$ cat config.mk
export PLATFORM = sky130hd
export DESIGN_NAME = load_current_trim_ocp_compare
export DESIGN_NICKNAME = d
export VERILOG_FILES = /design/src/include/load_current_trim_pkg.sv /design/src/design/load_current_trim_ocp_compare.sv
export VERILOG_INCLUDE_DIRS = /design/src /design/src/include
export SDC_FILE = /design/constraint.sdc
export NUM_CORES = 1
export LEC_CHECK = 0
export BUFFER_PORTS_ARGS = -buffer_cell sky130_fd_sc_hd__buf_2
export CORE_ASPECT_RATIO = 2
export CORE_MARGIN = 1.5
export CORE_UTILIZATION = 40
export DETAILED_ROUTE_END_ITERATION = 8
export SYNTH_ARGS = -nofsm -noshare
export SYNTH_HDL_FRONTEND = slang
export SYNTH_SLANG_ARGS = --single-unit
$ cat constraint.sdc
create_clock -name pclk -period 18.73 [get_ports pclk]
set_clock_uncertainty 0.1 [all_clocks]
set_input_delay 5.619 -clock pclk [delete_from_list [all_inputs] [get_ports pclk]]
set_output_delay 5.619 -clock pclk [all_outputs]
set_load 0.02 [all_outputs]
$ cat src/include/load_current_trim_params.svh
/*
 * Offsets, field positions, reset values and timing counts of the
 * load current trim and overcurrent compare block.
 * Assumes a 125 MHz register clock; register index times four is
 * the APB byte address.
 */
`ifndef LOAD_CURRENT_TRIM_PARAMS_SVH
`define LOAD_CURRENT_TRIM_PARAMS_SVH

// Register indexes
`define IDX_GAIN_B       16'hfe13
`define IDX_DOFS_A       16'hfe14
`define IDX_DOFS_B       16'hfe15
`define IDX_AOFS_A       16'hfe16
`define IDX_AOFS_B       16'hfe17
`define IDX_THR_A        16'hfe18
`define IDX_THR_B        16'hfe19
`define IDX_CTRL_A       16'hfe1a
`define IDX_CTRL_B       16'hfe1b
`define IDX_VALUE_A      16'h0010
`define IDX_VALUE_B      16'h0011
`define IDX_FLAGS        16'h0012
`define IDX_IRQ_STATUS   16'h0013
`define IDX_IRQ_MASK     16'h0014

// Field positions
`define GAIN_SIGN_BIT    7
`define AOFS_SIGN_BIT    6
`define CTRL_HIGH_SIDE   7
`define CTRL_DEB_HI      6
`define CTRL_DEB_LO      5
`define CTRL_BLANK_BIT   4
`define CTRL_LL_HI       3
`define VALUE_CMP_HI     15
`define VALUE_CMP_LO     8

// Reset values
`define RST_TRIM         8'h00
`define RST_THR          8'hff
`define RST_CTRL         8'h00
`define THR_DISABLED     8'hff

// Light load scaling in reading steps
`define LL_STEP_SHIFT    6
`define LL_HYST          13'h0060

// Debounce times and clock rate
`define CLK_KHZ          125000
`define DEB1_MS          20
`define DEB2_MS          200
`define DEB3_MS          1000
`define DEB1_CYC         (`DEB1_MS * `CLK_KHZ)
`define DEB2_CYC         (`DEB2_MS * `CLK_KHZ)
`define DEB3_CYC         (`DEB3_MS * `CLK_KHZ)

`endif

$ cat src/include/load_current_trim_pkg.sv
/*
 * Types of the load current trim and overcurrent compare block.
 * Assumes the params header supplies all numeric constants.
 */
package load_current_trim_pkg;
    // Corrected or raw converter reading
    typedef logic [11:0] reading_t;
    // Debounce selection in control bits 6:5
    typedef enum logic [1:0] {
        DEB_NONE,
        DEB_SHORT,
        DEB_MID,
        DEB_LONG
    } deb_sel_e;
    // Debounce counter width fits one second of clocks
    typedef logic [26:0] deb_cnt_t;
endpackage

$ cat src/design/load_current_trim_ocp_compare.sv
/*
 * Trim registers, calibration, overcurrent compare and light load
 * detection for two load current sense channels, with an APB slave
 * and a masked interrupt.
 * Assumes converter samples and soft start levels come from logic
 * on pclk, so they are not synchronised.
 * Software keeps thresholds in the valid code span; the
 * compare does not police them.
 * Debounce counts default to real time at 125 MHz; a bench
 * may shrink them through the parameters.
 * Flags and the interrupt are levels from flip-flops.
 */
`timescale 1ns/1ns
`default_nettype none
`include "load_current_trim_params.svh"

module load_current_trim_ocp_compare
    import load_current_trim_pkg::*;
#(
    parameter int unsigned DEB1_CYC = `DEB1_CYC,
    parameter int unsigned DEB2_CYC = `DEB2_CYC,
    parameter int unsigned DEB3_CYC = `DEB3_CYC
) (
    // Clock and reset
    input  wire logic        pclk,
    input  wire logic        presetn,
    // APB slave
    input  wire logic        psel,
    input  wire logic        penable,
    input  wire logic        pwrite,
    input  wire logic [31:0] paddr,
    input  wire logic [31:0] pwdata,
    output logic             pready,
    output logic [31:0]      prdata,
    output logic             pslverr,
    // Converter samples
    input  wire logic        adc_valid_a,
    input  wire logic [11:0] adc_raw_a,
    input  wire logic        adc_valid_b,
    input  wire logic [11:0] adc_raw_b,
    // Soft start levels
    input  wire logic        soft_start_a,
    input  wire logic        soft_start_b,
    // Flags and front end control
    output logic             chan_a_overcurrent_flag,
    output logic             chan_b_overcurrent_flag,
    output logic             chan_a_light_load_flag,
    output logic             chan_b_light_load_flag,
    output logic             sense_high_side_a,
    output logic             sense_high_side_b,
    // Interrupt
    output logic             irq
);

    // ------------------------------------------------------------
    // Register storage
    // ------------------------------------------------------------
    // Index 0 is channel A, index 1 channel B
    logic [7:0]  gain_b_r;          // Channel B gain trim
    logic [7:0]  dofs_r [2];        // Digital offset trims
    logic [7:0]  aofs_r [2];        // Analog offset trims
    logic [7:0]  thr_r  [2];        // Overcurrent thresholds
    logic [7:0]  ctrl_r [2];        // Placement and light load
    logic [15:0] value_r [2];       // Sensed current values
    logic [15:0] value_nxt [2];     // Next sensed values
    logic [3:0]  status_r;          // Sticky event bits
    logic [3:0]  mask_r;            // Interrupt enables
    logic [3:0]  flags_prev_r;      // Flags one cycle back
    logic [1:0]  ocp_r;             // Debounced overcurrent
    logic [1:0]  ll_r;              // Light load flags
    logic [31:0] prdata_r;          // Registered read data
    logic        pslverr_r;         // Registered error answer

    // ------------------------------------------------------------
    // Bus decode
    // ------------------------------------------------------------
    logic [15:0] idx;               // Register index
    logic        addr_ok;           // Aligned, inside index space
    logic        wr_en;             // Write takes effect now
    logic        setup;             // Setup phase of a transfer
    logic [31:0] rd_mux;            // Read value for this index
    logic        hit;               // Index is mapped
    logic [7:0]  wb;                // Low byte of write data
    logic [3:0]  flags_now;         // Current flag vector

    // Word index; low bits and bits above the index space
    // must be zero or the access is refused
    assign idx     = paddr[17:2];
    assign addr_ok = (paddr[1:0] == 2'h0) && (paddr[31:18] == 14'h0000);
    assign setup   = psel && !penable;
    assign wr_en   = psel && penable && pwrite && !pslverr_r;
    assign wb      = pwdata[7:0];
    // Same layout in the flags, status and mask words
    assign flags_now = {ll_r[1], ll_r[0], ocp_r[1], ocp_r[0]};

    // Zero wait state: data is registered in setup, so the
    // access phase can always answer at once
    assign pready  = 1'b1;
    assign prdata  = prdata_r;
    assign pslverr = pslverr_r;

    // Read multiplexer; narrow registers read zero above
    // hit starts from the address check; unmapped clears it
    always_comb begin
        rd_mux = 32'h0000_0000;
        hit    = addr_ok;
        case (idx)
            `IDX_GAIN_B:     rd_mux = {24'h000000, gain_b_r};
            `IDX_DOFS_A:     rd_mux = {24'h000000, dofs_r[0]};
            `IDX_DOFS_B:     rd_mux = {24'h000000, dofs_r[1]};
            `IDX_AOFS_A:     rd_mux = {24'h000000, aofs_r[0]};
            `IDX_AOFS_B:     rd_mux = {24'h000000, aofs_r[1]};
            `IDX_THR_A:      rd_mux = {24'h000000, thr_r[0]};
            `IDX_THR_B:      rd_mux = {24'h000000, thr_r[1]};
            `IDX_CTRL_A:     rd_mux = {24'h000000, ctrl_r[0]};
            `IDX_CTRL_B:     rd_mux = {24'h000000, ctrl_r[1]};
            `IDX_VALUE_A:    rd_mux = {16'h0000, value_r[0]};
            `IDX_VALUE_B:    rd_mux = {16'h0000, value_r[1]};
            `IDX_FLAGS:      rd_mux = {28'h0000000, flags_now};
            `IDX_IRQ_STATUS: rd_mux = {28'h0000000, status_r};
            `IDX_IRQ_MASK:   rd_mux = {28'h0000000, mask_r};
            default: begin
                // Unmapped index answers with an error
                hit = 1'b0;
            end
        endcase
    end

    // Read data and error captured in the setup cycle
    // Trade-off: no wait states, but a read shows the
    // register as it stood one cycle before the access edge
    always_ff @(posedge pclk or negedge presetn) begin
        if (!presetn) begin
            prdata_r  <= 32'h0000_0000;
            pslverr_r <= 1'b0;
        end else if (setup) begin
            prdata_r  <= pwrite ? 32'h0000_0000 : (hit ? rd_mux : 32'h0000_0000);
            pslverr_r <= !hit;
        end
    end

    // ------------------------------------------------------------
    // Trim and control registers
    // ------------------------------------------------------------
    // Every bit is read/write, reserved analog bit 7 included
    // A write lands on the access edge, never after an error
    // Thresholds reset to the disabled code so no flag
    // trips before software has set them up
    always_ff @(posedge pclk or negedge presetn) begin
        if (!presetn) begin
            gain_b_r  <= `RST_TRIM;
            dofs_r[0] <= `RST_TRIM;
            dofs_r[1] <= `RST_TRIM;
            aofs_r[0] <= `RST_TRIM;
            aofs_r[1] <= `RST_TRIM;
            thr_r[0]  <= `RST_THR;
            thr_r[1]  <= `RST_THR;
            ctrl_r[0] <= `RST_CTRL;
            ctrl_r[1] <= `RST_CTRL;
            mask_r    <= 4'h0;
        end else if (wr_en) begin
            case (idx)
                `IDX_GAIN_B:   gain_b_r  <= wb;
                `IDX_DOFS_A:   dofs_r[0] <= wb;
                `IDX_DOFS_B:   dofs_r[1] <= wb;
                `IDX_AOFS_A:   aofs_r[0] <= wb;
                `IDX_AOFS_B:   aofs_r[1] <= wb;
                `IDX_THR_A:    thr_r[0]  <= wb;
                `IDX_THR_B:    thr_r[1]  <= wb;
                `IDX_CTRL_A:   ctrl_r[0] <= wb;
                `IDX_CTRL_B:   ctrl_r[1] <= wb;
                `IDX_IRQ_MASK: mask_r    <= pwdata[3:0];
                default: begin
                    // Read-only or unmapped: no store
                end
            endcase
        end
    end

    // Placement select goes straight to the front end
    // Nothing here depends on it; the analog side does
    assign sense_high_side_a = ctrl_r[0][`CTRL_HIGH_SIDE];
    assign sense_high_side_b = ctrl_r[1][`CTRL_HIGH_SIDE];

    // ------------------------------------------------------------
    // Calibration
    // ------------------------------------------------------------
    // Gain step is 1/1024 of the reading; offsets add in reading
    // steps. The result saturates so a large trim cannot wrap.
    // Order: gain on the raw reading, then analog offset,
    // then the digital offset as a two's complement byte.
    // Sixteen signed bits cover every trim extreme.
    function automatic reading_t calibrate(
        input reading_t   raw,
        input logic [7:0] gain,
        input logic [7:0] dofs,
        input logic [7:0] aofs
    );
        logic [18:0]        prod;
        logic signed [15:0] acc;
        logic signed [15:0] gterm;
        logic signed [15:0] aterm;
        prod  = {7'h00, raw} * {12'h000, gain[6:0]};
        gterm = $signed({7'h00, prod[18:10]});
        aterm = $signed({10'h000, aofs[5:0]});
        acc   = $signed({4'h0, raw});
        if (gain[`GAIN_SIGN_BIT]) begin
            acc = acc - gterm;
        end else begin
            acc = acc + gterm;
        end
        if (aofs[`AOFS_SIGN_BIT]) begin
            acc = acc - aterm;
        end else begin
            acc = acc + aterm;
        end
        acc = acc + $signed({{8{dofs[7]}}, dofs});
        // Clamp to the twelve bit reading range
        if (acc < 16'sh0000) begin
            calibrate = 12'h000;
        end else if (acc > 16'sh0fff) begin
            calibrate = 12'hfff;
        end else begin
            calibrate = acc[11:0];
        end
    endfunction

    // ------------------------------------------------------------
    // Sensed value registers
    // ------------------------------------------------------------
    // Twelve bit reading sits left justified in the 16 bit value
    // Channel A carries no gain trim here, so it runs unity gain
    // Without a valid pulse a value simply holds
    always_comb begin
        value_nxt[0] = value_r[0];
        value_nxt[1] = value_r[1];
        if (adc_valid_a) begin
            value_nxt[0] = {calibrate(adc_raw_a, 8'h00, dofs_r[0], aofs_r[0]), 4'h0};
        end
        if (adc_valid_b) begin
            value_nxt[1] = {calibrate(adc_raw_b, gain_b_r, dofs_r[1], aofs_r[1]), 4'h0};
        end
    end

    // Values reset to zero: no load until a sample arrives
    always_ff @(posedge pclk or negedge presetn) begin
        if (!presetn) begin
            value_r[0] <= 16'h0000;
            value_r[1] <= 16'h0000;
        end else begin
            value_r[0] <= value_nxt[0];
            value_r[1] <= value_nxt[1];
        end
    end

    // ------------------------------------------------------------
    // Per channel compare and light load
    // ------------------------------------------------------------
    // Soft start levels as a vector the loop can index
    logic [1:0] soft_start;
    assign soft_start = {soft_start_b, soft_start_a};

    // One copy per channel; both share one control layout

    for (genvar ch = 0; ch < 2; ch++) begin : g_chan
        // Working signals of this channel
        logic        ocp_raw;       // Undebounced compare
        deb_cnt_t    cnt_r;         // Debounce progress
        deb_cnt_t    lim;           // Cycles to hold off
        deb_sel_e    dsel;          // Debounce selection
        logic [11:0] rd;            // Current corrected reading
        logic [12:0] ll_enter;      // Entry level
        logic [12:0] ll_exit;       // Exit level
        logic [3:0]  ll_thr;        // Light load code

        // Upper byte of the next value against the threshold;
        // one code is sixteen reading steps, trip at code plus one
        // Using the next value lets the flag move with the write
        assign ocp_raw = (thr_r[ch] != `THR_DISABLED) &&
            (value_nxt[ch][`VALUE_CMP_HI:`VALUE_CMP_LO] > thr_r[ch]);

        assign dsel = deb_sel_e'(ctrl_r[ch][`CTRL_DEB_HI:`CTRL_DEB_LO]);

        // Debounce limit from the control field
        // A zero limit lets the flag follow the compare at once
        // Counts are pclk cycles
        always_comb begin
            case (dsel)
                DEB_NONE:  lim = 27'h0000000;
                DEB_SHORT: lim = DEB1_CYC[26:0];
                DEB_MID:   lim = DEB2_CYC[26:0];
                DEB_LONG:  lim = DEB3_CYC[26:0];
                default:   lim = 27'h0000000;
            endcase
        end

        // Flag rises once the compare has held for the limit; it
        // drops at once, so a noisy sample restarts the wait
        // The counter parks at the limit while the compare holds
        always_ff @(posedge pclk or negedge presetn) begin
            if (!presetn) begin
                cnt_r     <= 27'h0000000;
                ocp_r[ch] <= 1'b0;
            end else if (!ocp_raw) begin
                cnt_r     <= 27'h0000000;
                ocp_r[ch] <= 1'b0;
            end else if (cnt_r >= lim) begin
                ocp_r[ch] <= 1'b1;
            end else begin
                cnt_r     <= cnt_r + 27'h0000001;
            end
        end

        assign rd       = value_r[ch][15:4];
        assign ll_thr   = ctrl_r[ch][`CTRL_LL_HI:0];
        assign ll_enter = {3'h0, ll_thr, 6'h00};
        assign ll_exit  = ll_enter + `LL_HYST;

        // Light load with hysteresis; between the two levels the
        // flag keeps its last state
        // Entry is the code times 64 steps, exit 96 above; the
        // gap keeps a reading near the edge from chattering.
        // A zero code or soft start blanking wins over both.
        always_ff @(posedge pclk or negedge presetn) begin
            if (!presetn) begin
                ll_r[ch] <= 1'b0;
            end else if (ll_thr == 4'h0) begin
                ll_r[ch] <= 1'b0;
            end else if (ctrl_r[ch][`CTRL_BLANK_BIT] && soft_start[ch]) begin
                ll_r[ch] <= 1'b0;
            end else if ({1'b0, rd} < ll_enter) begin
                ll_r[ch] <= 1'b1;
            end else if ({1'b0, rd} > ll_exit) begin
                ll_r[ch] <= 1'b0;
            end
        end
    end

    // ------------------------------------------------------------
    // Flag outputs
    // ------------------------------------------------------------
    // Straight from the flag registers, no extra delay
    assign chan_a_overcurrent_flag = ocp_r[0];
    assign chan_b_overcurrent_flag = ocp_r[1];
    assign chan_a_light_load_flag  = ll_r[0];
    assign chan_b_light_load_flag  = ll_r[1];

    // ------------------------------------------------------------
    // Interrupt status
    // ------------------------------------------------------------
    // A flag that stays up sets its bit only once
    logic [3:0] evt;                // Rising edges of the flags
    logic [3:0] w1c;                // Bits cleared by software
    assign evt = flags_now & ~flags_prev_r;
    // Only a write to the status word clears bits
    assign w1c = (wr_en && (idx == `IDX_IRQ_STATUS)) ? pwdata[3:0] : 4'h0;

    // Set wins over a clear in the same cycle
    // so an event that meets a clear is never lost
    always_ff @(posedge pclk or negedge presetn) begin
        if (!presetn) begin
            flags_prev_r <= 4'h0;
            status_r     <= 4'h0;
        end else begin
            flags_prev_r <= flags_now;
            status_r     <= (status_r & ~w1c) | evt;
        end
    end

    // Level output, high while an enabled status bit is set
    assign irq = |(status_r & mask_r);

endmodule
`default_nettype wire

==> metrics.csv, run 1 <==
metric,value,unit
Core Area,0.0424,mm²
main combinational cell family by area after synthesis,adder cells,
Clock Tree Root,clkbuf_16,
PortBufs,96,
"Cell Area, Synth",0.0172,mm²
HPWL after DPL,40000,µm
initial DRC count,619,
Final Wtd Congestion,0.942,
Worst VDD drop,0.0553,mV
critical path's slowest cell,fa_1,
Fin. Hold Viols,0,
die width,150,µm
xor/xnor share of the synthesized area,0.0365,
Post-Place Worst Slack,1290,ps
worst setup margin,1770,ps
f_max,59.0,MHz
Post-Synth Adder-Cell Area,0.213,
final setup fails,0,
Slew HR,0.223,
GRT Overall Usage,0.235,
Top Ports,138,
Sink Count,183,
total number of vias,14800,
Synth Area in Simple Gates,0.184,
area of the die,0.0443,mm²
drt pass-1 iters,5,
Synth-to-Final Area Change,8.77,%
setup TNS,0,ps
average routed wire per standard cell,19.9,µm
n_diodes,0,
most frequent CP cell,a21oi_1,
"Seq/Total Area, Yosys",0.268,
DRT antenna net count,0,
Leak,8.72,nW
most frequent cells in the layout,"ha_1, dfrtp_1, inv_1",
Critical Path RT,18970,ps
Rows,107,
die height,296,µm
Final period util,0.905,
Hold Buf Count CTS,0,
fillcell total,4209,
Final Critical Period,16960,ps
Main synth FF type,dfrtp_1,
synth warn,0,
unrepaired setup endpoints after global routing,no,
WL final,50100,µm
H-tree Lvls,4,
post-synthesis mux area share,0.0583,
initial antenna violation count,0,
setup repair bufs after CTS,0,
Syn Inst Count,1916,
share of cells above drive strength 1,0.124,
"most common cell after layout, fill and taps aside",ha_1,
max_cap viols,0,
first-pass GRT wire length,80800,µm
outcome,completed,
"CTS clk-pin slew, worst paths",80,ps
vias in the first global route,15600,
Worst-Margin Slew,1160,ps
CTS max path bufs,2,
post-synth cell types,79,
Critical Path AT,17200,ps
number of flops mapped to enable cells by yosys,0,
Final Max Tran Viols,0,
crit path max fanout,22,
Starting Density,0.405,
power density cells,49.4,mW/mm²
Inserted Clock Buffers,17,
"FF+latch count, synth",183,
worst hold-check path type,reg2reg,
grt ovf,0,
CP Launch Type,input pin,
residual DRC count,0,
post_cts resized,0,
Async SR Flop Fraction,1.00,
post-synthesis compound-gate area fraction,0.179,
via/cell ratio,5.85,
crit end category,flop,
Crit Path Class,in2reg,
# nets final,2324,
CTS tree,built,
syn_area_per_cell,8.96,µm²
CP max stage delay,550,ps
largest net degree at the start of global routing,67,
Clock Latency Late Sink,470,ps
-- logic make-up (layout without fill, tap and decap cells) --
| family | count (synthesis) | after routing |
|---|---|---|
| buffers and inverters | 253 | 302 |
| xor gates and xnor gates | 70 | 70 |
| DFF | 183 | 183 |
| adders and majority gates | 260 | 260 |
| other | 2 | 17 |
| muxes | 91 | 91 |
| AOI/OAI and AO/OA | 465 | 465 |
| and+or+nand+nor | 592 | 592 |
-- synth_stat cells (20+ instances only) --
cell | instances | area, µm²
nand3_1 | 52 | 260
mux2_2 | 72 | 811
o31ai_1 | 32 | 240
nor2b_1 | 29 | 181
a21o_1 | 28 | 210
dfrtp_1 | 167 | 4180
nand4_1 | 27 | 169
a22oi_1 | 29 | 218
xnor2_1 | 48 | 420
o21a_1 | 29 | 218
o21ai_0 | 87 | 435
and3_1 | 20 | 125
clkbuf_1 | 60 | 225
nor2_1 | 106 | 398
fa_1 | 55 | 1100
or3_1 | 27 | 169
or4_1 | 29 | 218
ha_1 | 205 | 2560
xor2_1 | 21 | 184
inv_1 | 163 | 612
and2_1 | 71 | 444
nand2_1 | 115 | 432
a21oi_1 | 114 | 571
nor3_1 | 40 | 200
-- per-layer routing --
| metal | track usage | vias to the layer above | share of wire |
|---|---|---|---|
| met5 | 0 | - | 0 |
| met4 | 0.162 | 0 | 0.070 |
| met3 | 0.0266 | 155 | 0.028 |
| met2 | 0.454 | 338 | 0.55 |
| met1 | 0.225 | 7292 | 0.35 |
| li1 | - | 6980 | - |
-- worst paths after layout --
path | start | end | slack (ps) | cells past startpoint
min | flags_prev_r[0]$_DFF_PN0_ | status_r[0]$_DFF_PN0_ | 320 | 1
min in group asynchronous | presetn | g_chan[1].cnt_r[16]$_DFFE_PN0P_ | 5000 | 1
max reg2reg | gain_b_r[6]$_DFFE_PN0P_ | g_chan[1].cnt_r[12]$_DFFE_PN0P_ | 6390 | 48
max in group asynchronous | presetn | aofs_r[12]$_DFFE_PN0P_ | 11430 | 3
max | adc_raw_b[1] | g_chan[1].cnt_r[12]$_DFFE_PN0P_ | 1770 | 49
min reg2reg | flags_prev_r[0]$_DFF_PN0_ | status_r[0]$_DFF_PN0_ | 320 | 1
-- registers in the layout, summed over array words and instances, names as in the netlist --
name                     flops
pslverr                      1
status_r                     4
thr_r                       16
mask_r                       4
dofs_r                      16
chan_b_overcurrent_flag      1
sense_high_side_b            1
chan_a_light_load_flag       1
chan_b_light_load_flag       1
g_chan.cnt_r                54
g_chan.rd                   24
flags_prev_r                 4
sense_high_side_a            1
prdata                      16
aofs_r                      16
ctrl_r                      14
chan_a_overcurrent_flag      1
gain_b_r                     8
-- final cells by class --
class / instances / area, µm² / area share
Sequential cell: 183 / 4600 / 0.246
Tap cell: 545 / 682 / 0.0365
Timing Repair Buffer: 106 / 564 / 0.0302
Clock buffer: 18 / 439 / 0.0235
Multi-Input combinational cell: 1495 / 11600 / 0.621
Inverter: 164 / 616 / 0.0330
Clock inverter: 14 / 180 / 0.00965
-- power by group --
group	switching (mW)	internal, mW
Combinational	0.0761	0.0440
Clock	0.187	0.196
Sequential	0.0144	0.405
-- critical path: cells and delay by family --
| kind | cells | cell delay (ps) |
|---|---|---|
| AOI/OAI and AO/OA | 20 | 4240 |
| xor gates and xnor gates | 2 | 370 |
| adders and majority gates | 9 | 3600 |
| buffers and inverters | 7 | 900 |
| and+or+nand+nor | 11 | 2430 |
-- through the flow --
stage	hold slack, ps	area (µm²)	power, mW	instances	utilization
4_1_cts	328	18700	0.931	2525	0.440
6_report	321	18700	0.922	2525	0.440
3_5_place_dp	317	18100	0.547	2493	0.426
2_1_floorplan	300	17200	0.499	1931	-
3_3_place_gp	304	18100	0.544	2493	0.426
5_1_grt	360	18700	0.961	2525	0.440
Note: power is estimated with default switching activity, not from simulation.
==> inputs of run 2 (changes only) <==
BUFFER_PORTS_ARGS = -buffer_cell sky130_fd_sc_hd__buf_4   (was -buffer_cell sky130_fd_sc_hd__buf_2)
CORE_MARGIN = 2   (was 1.5)
SLEW_MARGIN = 5   (was not set)
==> metrics.csv, run 2 (synthesized netlist as in run 1, its figures left out) <==
metric,value,unit
residual DRC count,0,
Final Max Tran Viols,0,
initial DRC count,616,
Critical Path RT,18970,ps
CTS max path bufs,2,
share of cells above drive strength 1,0.124,
Fin. Hold Viols,0,
worst hold-check path type,reg2reg,
setup repair bufs after CTS,0,
most frequent cells in the layout,"ha_1, dfrtp_1, inv_1",
Worst VDD drop,0.0607,mV
WL final,50000,µm
Comb pwr share,0.134,
Hold Buf Count CTS,0,
f_max,59.6,MHz
average routed wire per standard cell,19.8,µm
max_cap viols,0,
Clock Tree Root,clkbuf_16,
area of the die,0.0447,mm²
Final Critical Period,16770,ps
WHS,320,ps
clock share of power,0.415,
n_diodes,0,
Inserted Clock Buffers,17,
switching share of total power,0.301,
first-pass GRT wire length,81000,µm
die height,297,µm
crit end category,flop,
WP buf/inv,7,
GRT Overall Usage,0.230,
Leak,8.78,nW
Crit Path Class,in2reg,
Slew HR,0.239,
post_cts resized,0,
power density cells,49.1,mW/mm²
Clock Latency Late Sink,470,ps
Top Ports,138,
CP Launch Type,input pin,
Core Area,0.0424,mm²
Rows,107,
Synth-to-Final Area Change,10.2,%
unrepaired setup endpoints after global routing,no,
worst reg2reg startpoint,gain_b_r[5]$_DFFE_PN0P_,
critical path's slowest cell,fa_1,
Worst-Margin Slew,1140,ps
grt ovf,0,
sw power,279,µW
"most common cell after layout, fill and taps aside",ha_1,
Starting Density,0.405,
Int Pwr,650,µW
"CP delay by family, top",compound AO/OA/AOI/OAI gates,
Final period util,0.895,
CP max stage delay,550,ps
max FFs per register,54,
"CTS clk-pin slew, worst paths",80,ps
worst hold start,flags_prev_r[2]$_DFF_PN0_,
Sink Count,183,
overall power,929,µW
Final Wtd Congestion,0.937,
CP Launch Point,adc_raw_b[1],
DRT antenna net count,0,
vias in the first global route,15400,
Register Area,0.00460,mm²
Critical Path AT,17000,ps
fillcell total,4115,
Top reg by flops,g_chan.cnt_r,
H-tree Lvls,4,
area occupied by multi-input gates,0.0116,mm²
CTS tree,built,
sequential fraction of design power,0.451,
outcome,completed,
HPWL after DPL,39600,µm
PortBufs,96,
crit path max fanout,22,
largest net degree at the start of global routing,107,
# nets final,2324,
initial antenna violation count,0,
drt pass-1 iters,5,
die width,151,µm
setup TNS,0,ps
via/cell ratio,5.81,
final setup fails,0,
total number of vias,14700,
[run 2: final cells by class]
type,count,share of cell area
repair buffers,106,0.0424
inverters,164,0.0325
clock inverters,14,0.00992
multi-input cells,1495,0.613
well taps,545,0.0360
flip-flops and latches,183,0.243
clock buffers,18,0.0232
[run 2: worst register-to-register path: cells and delay by family (launching register included)]
family	cells	cell delay, ps
compound gates	19	3800
xor+xnor	2	370
simple gates	12	2840
fa+ha+maj	9	3460
flops	1	690
buf+inv	6	730
[run 2: metrics by stage]
stage | area (µm²) | utilization | std cells | setup WS [ps]
5_1_grt | 18900 | 0.446 | 2525 | 1370
3_5_place_dp | 18300 | 0.431 | 2493 | 1550
2_1_floorplan | 17200 | - | 1931 | 2950
3_3_place_gp | 18300 | 0.431 | 2493 | 1660
4_1_cts | 18900 | 0.446 | 2525 | 2000
6_report | 18900 | 0.446 | 2525 | 1960
[run 2: worst paths after layout]
check                                             endpoint  slack (ps)  cells after the start
max                        g_chan[1].cnt_r[11]$_DFFE_PN0P_        1960                     49
min                                  status_r[2]$_DFF_PN0_         320                      1
max reg2reg                g_chan[1].cnt_r[11]$_DFFE_PN0P_        6600                     48
min reg2reg                          status_r[2]$_DFF_PN0_         320                      1
max in group asynchronous           dofs_r[12]$_DFFE_PN0P_       11750                      2
min in group asynchronous   g_chan[1].cnt_r[8]$_DFFE_PN0P_        5100                      1
[run 2: power by group through the flow]
stage | clock [mW] | combinational (mW) | sequential [mW]
after global placement | 0 | 0.122 | 0.427
after global routing | 0.405 | 0.140 | 0.421
after detailed placement | 0 | 0.125 | 0.427
after CTS | 0.391 | 0.126 | 0.419
after floorplan | 0 | 0.0778 | 0.421
final | 0.386 | 0.124 | 0.419
[run 2: layer usage]
layer	up-vias	track usage	routed length [µm]
met5	-	0	0
li1	6993	-	-
met3	136	0.0267	1390
met4	0	0.118	2720
met1	7238	0.227	17700
met2	305	0.451	28200
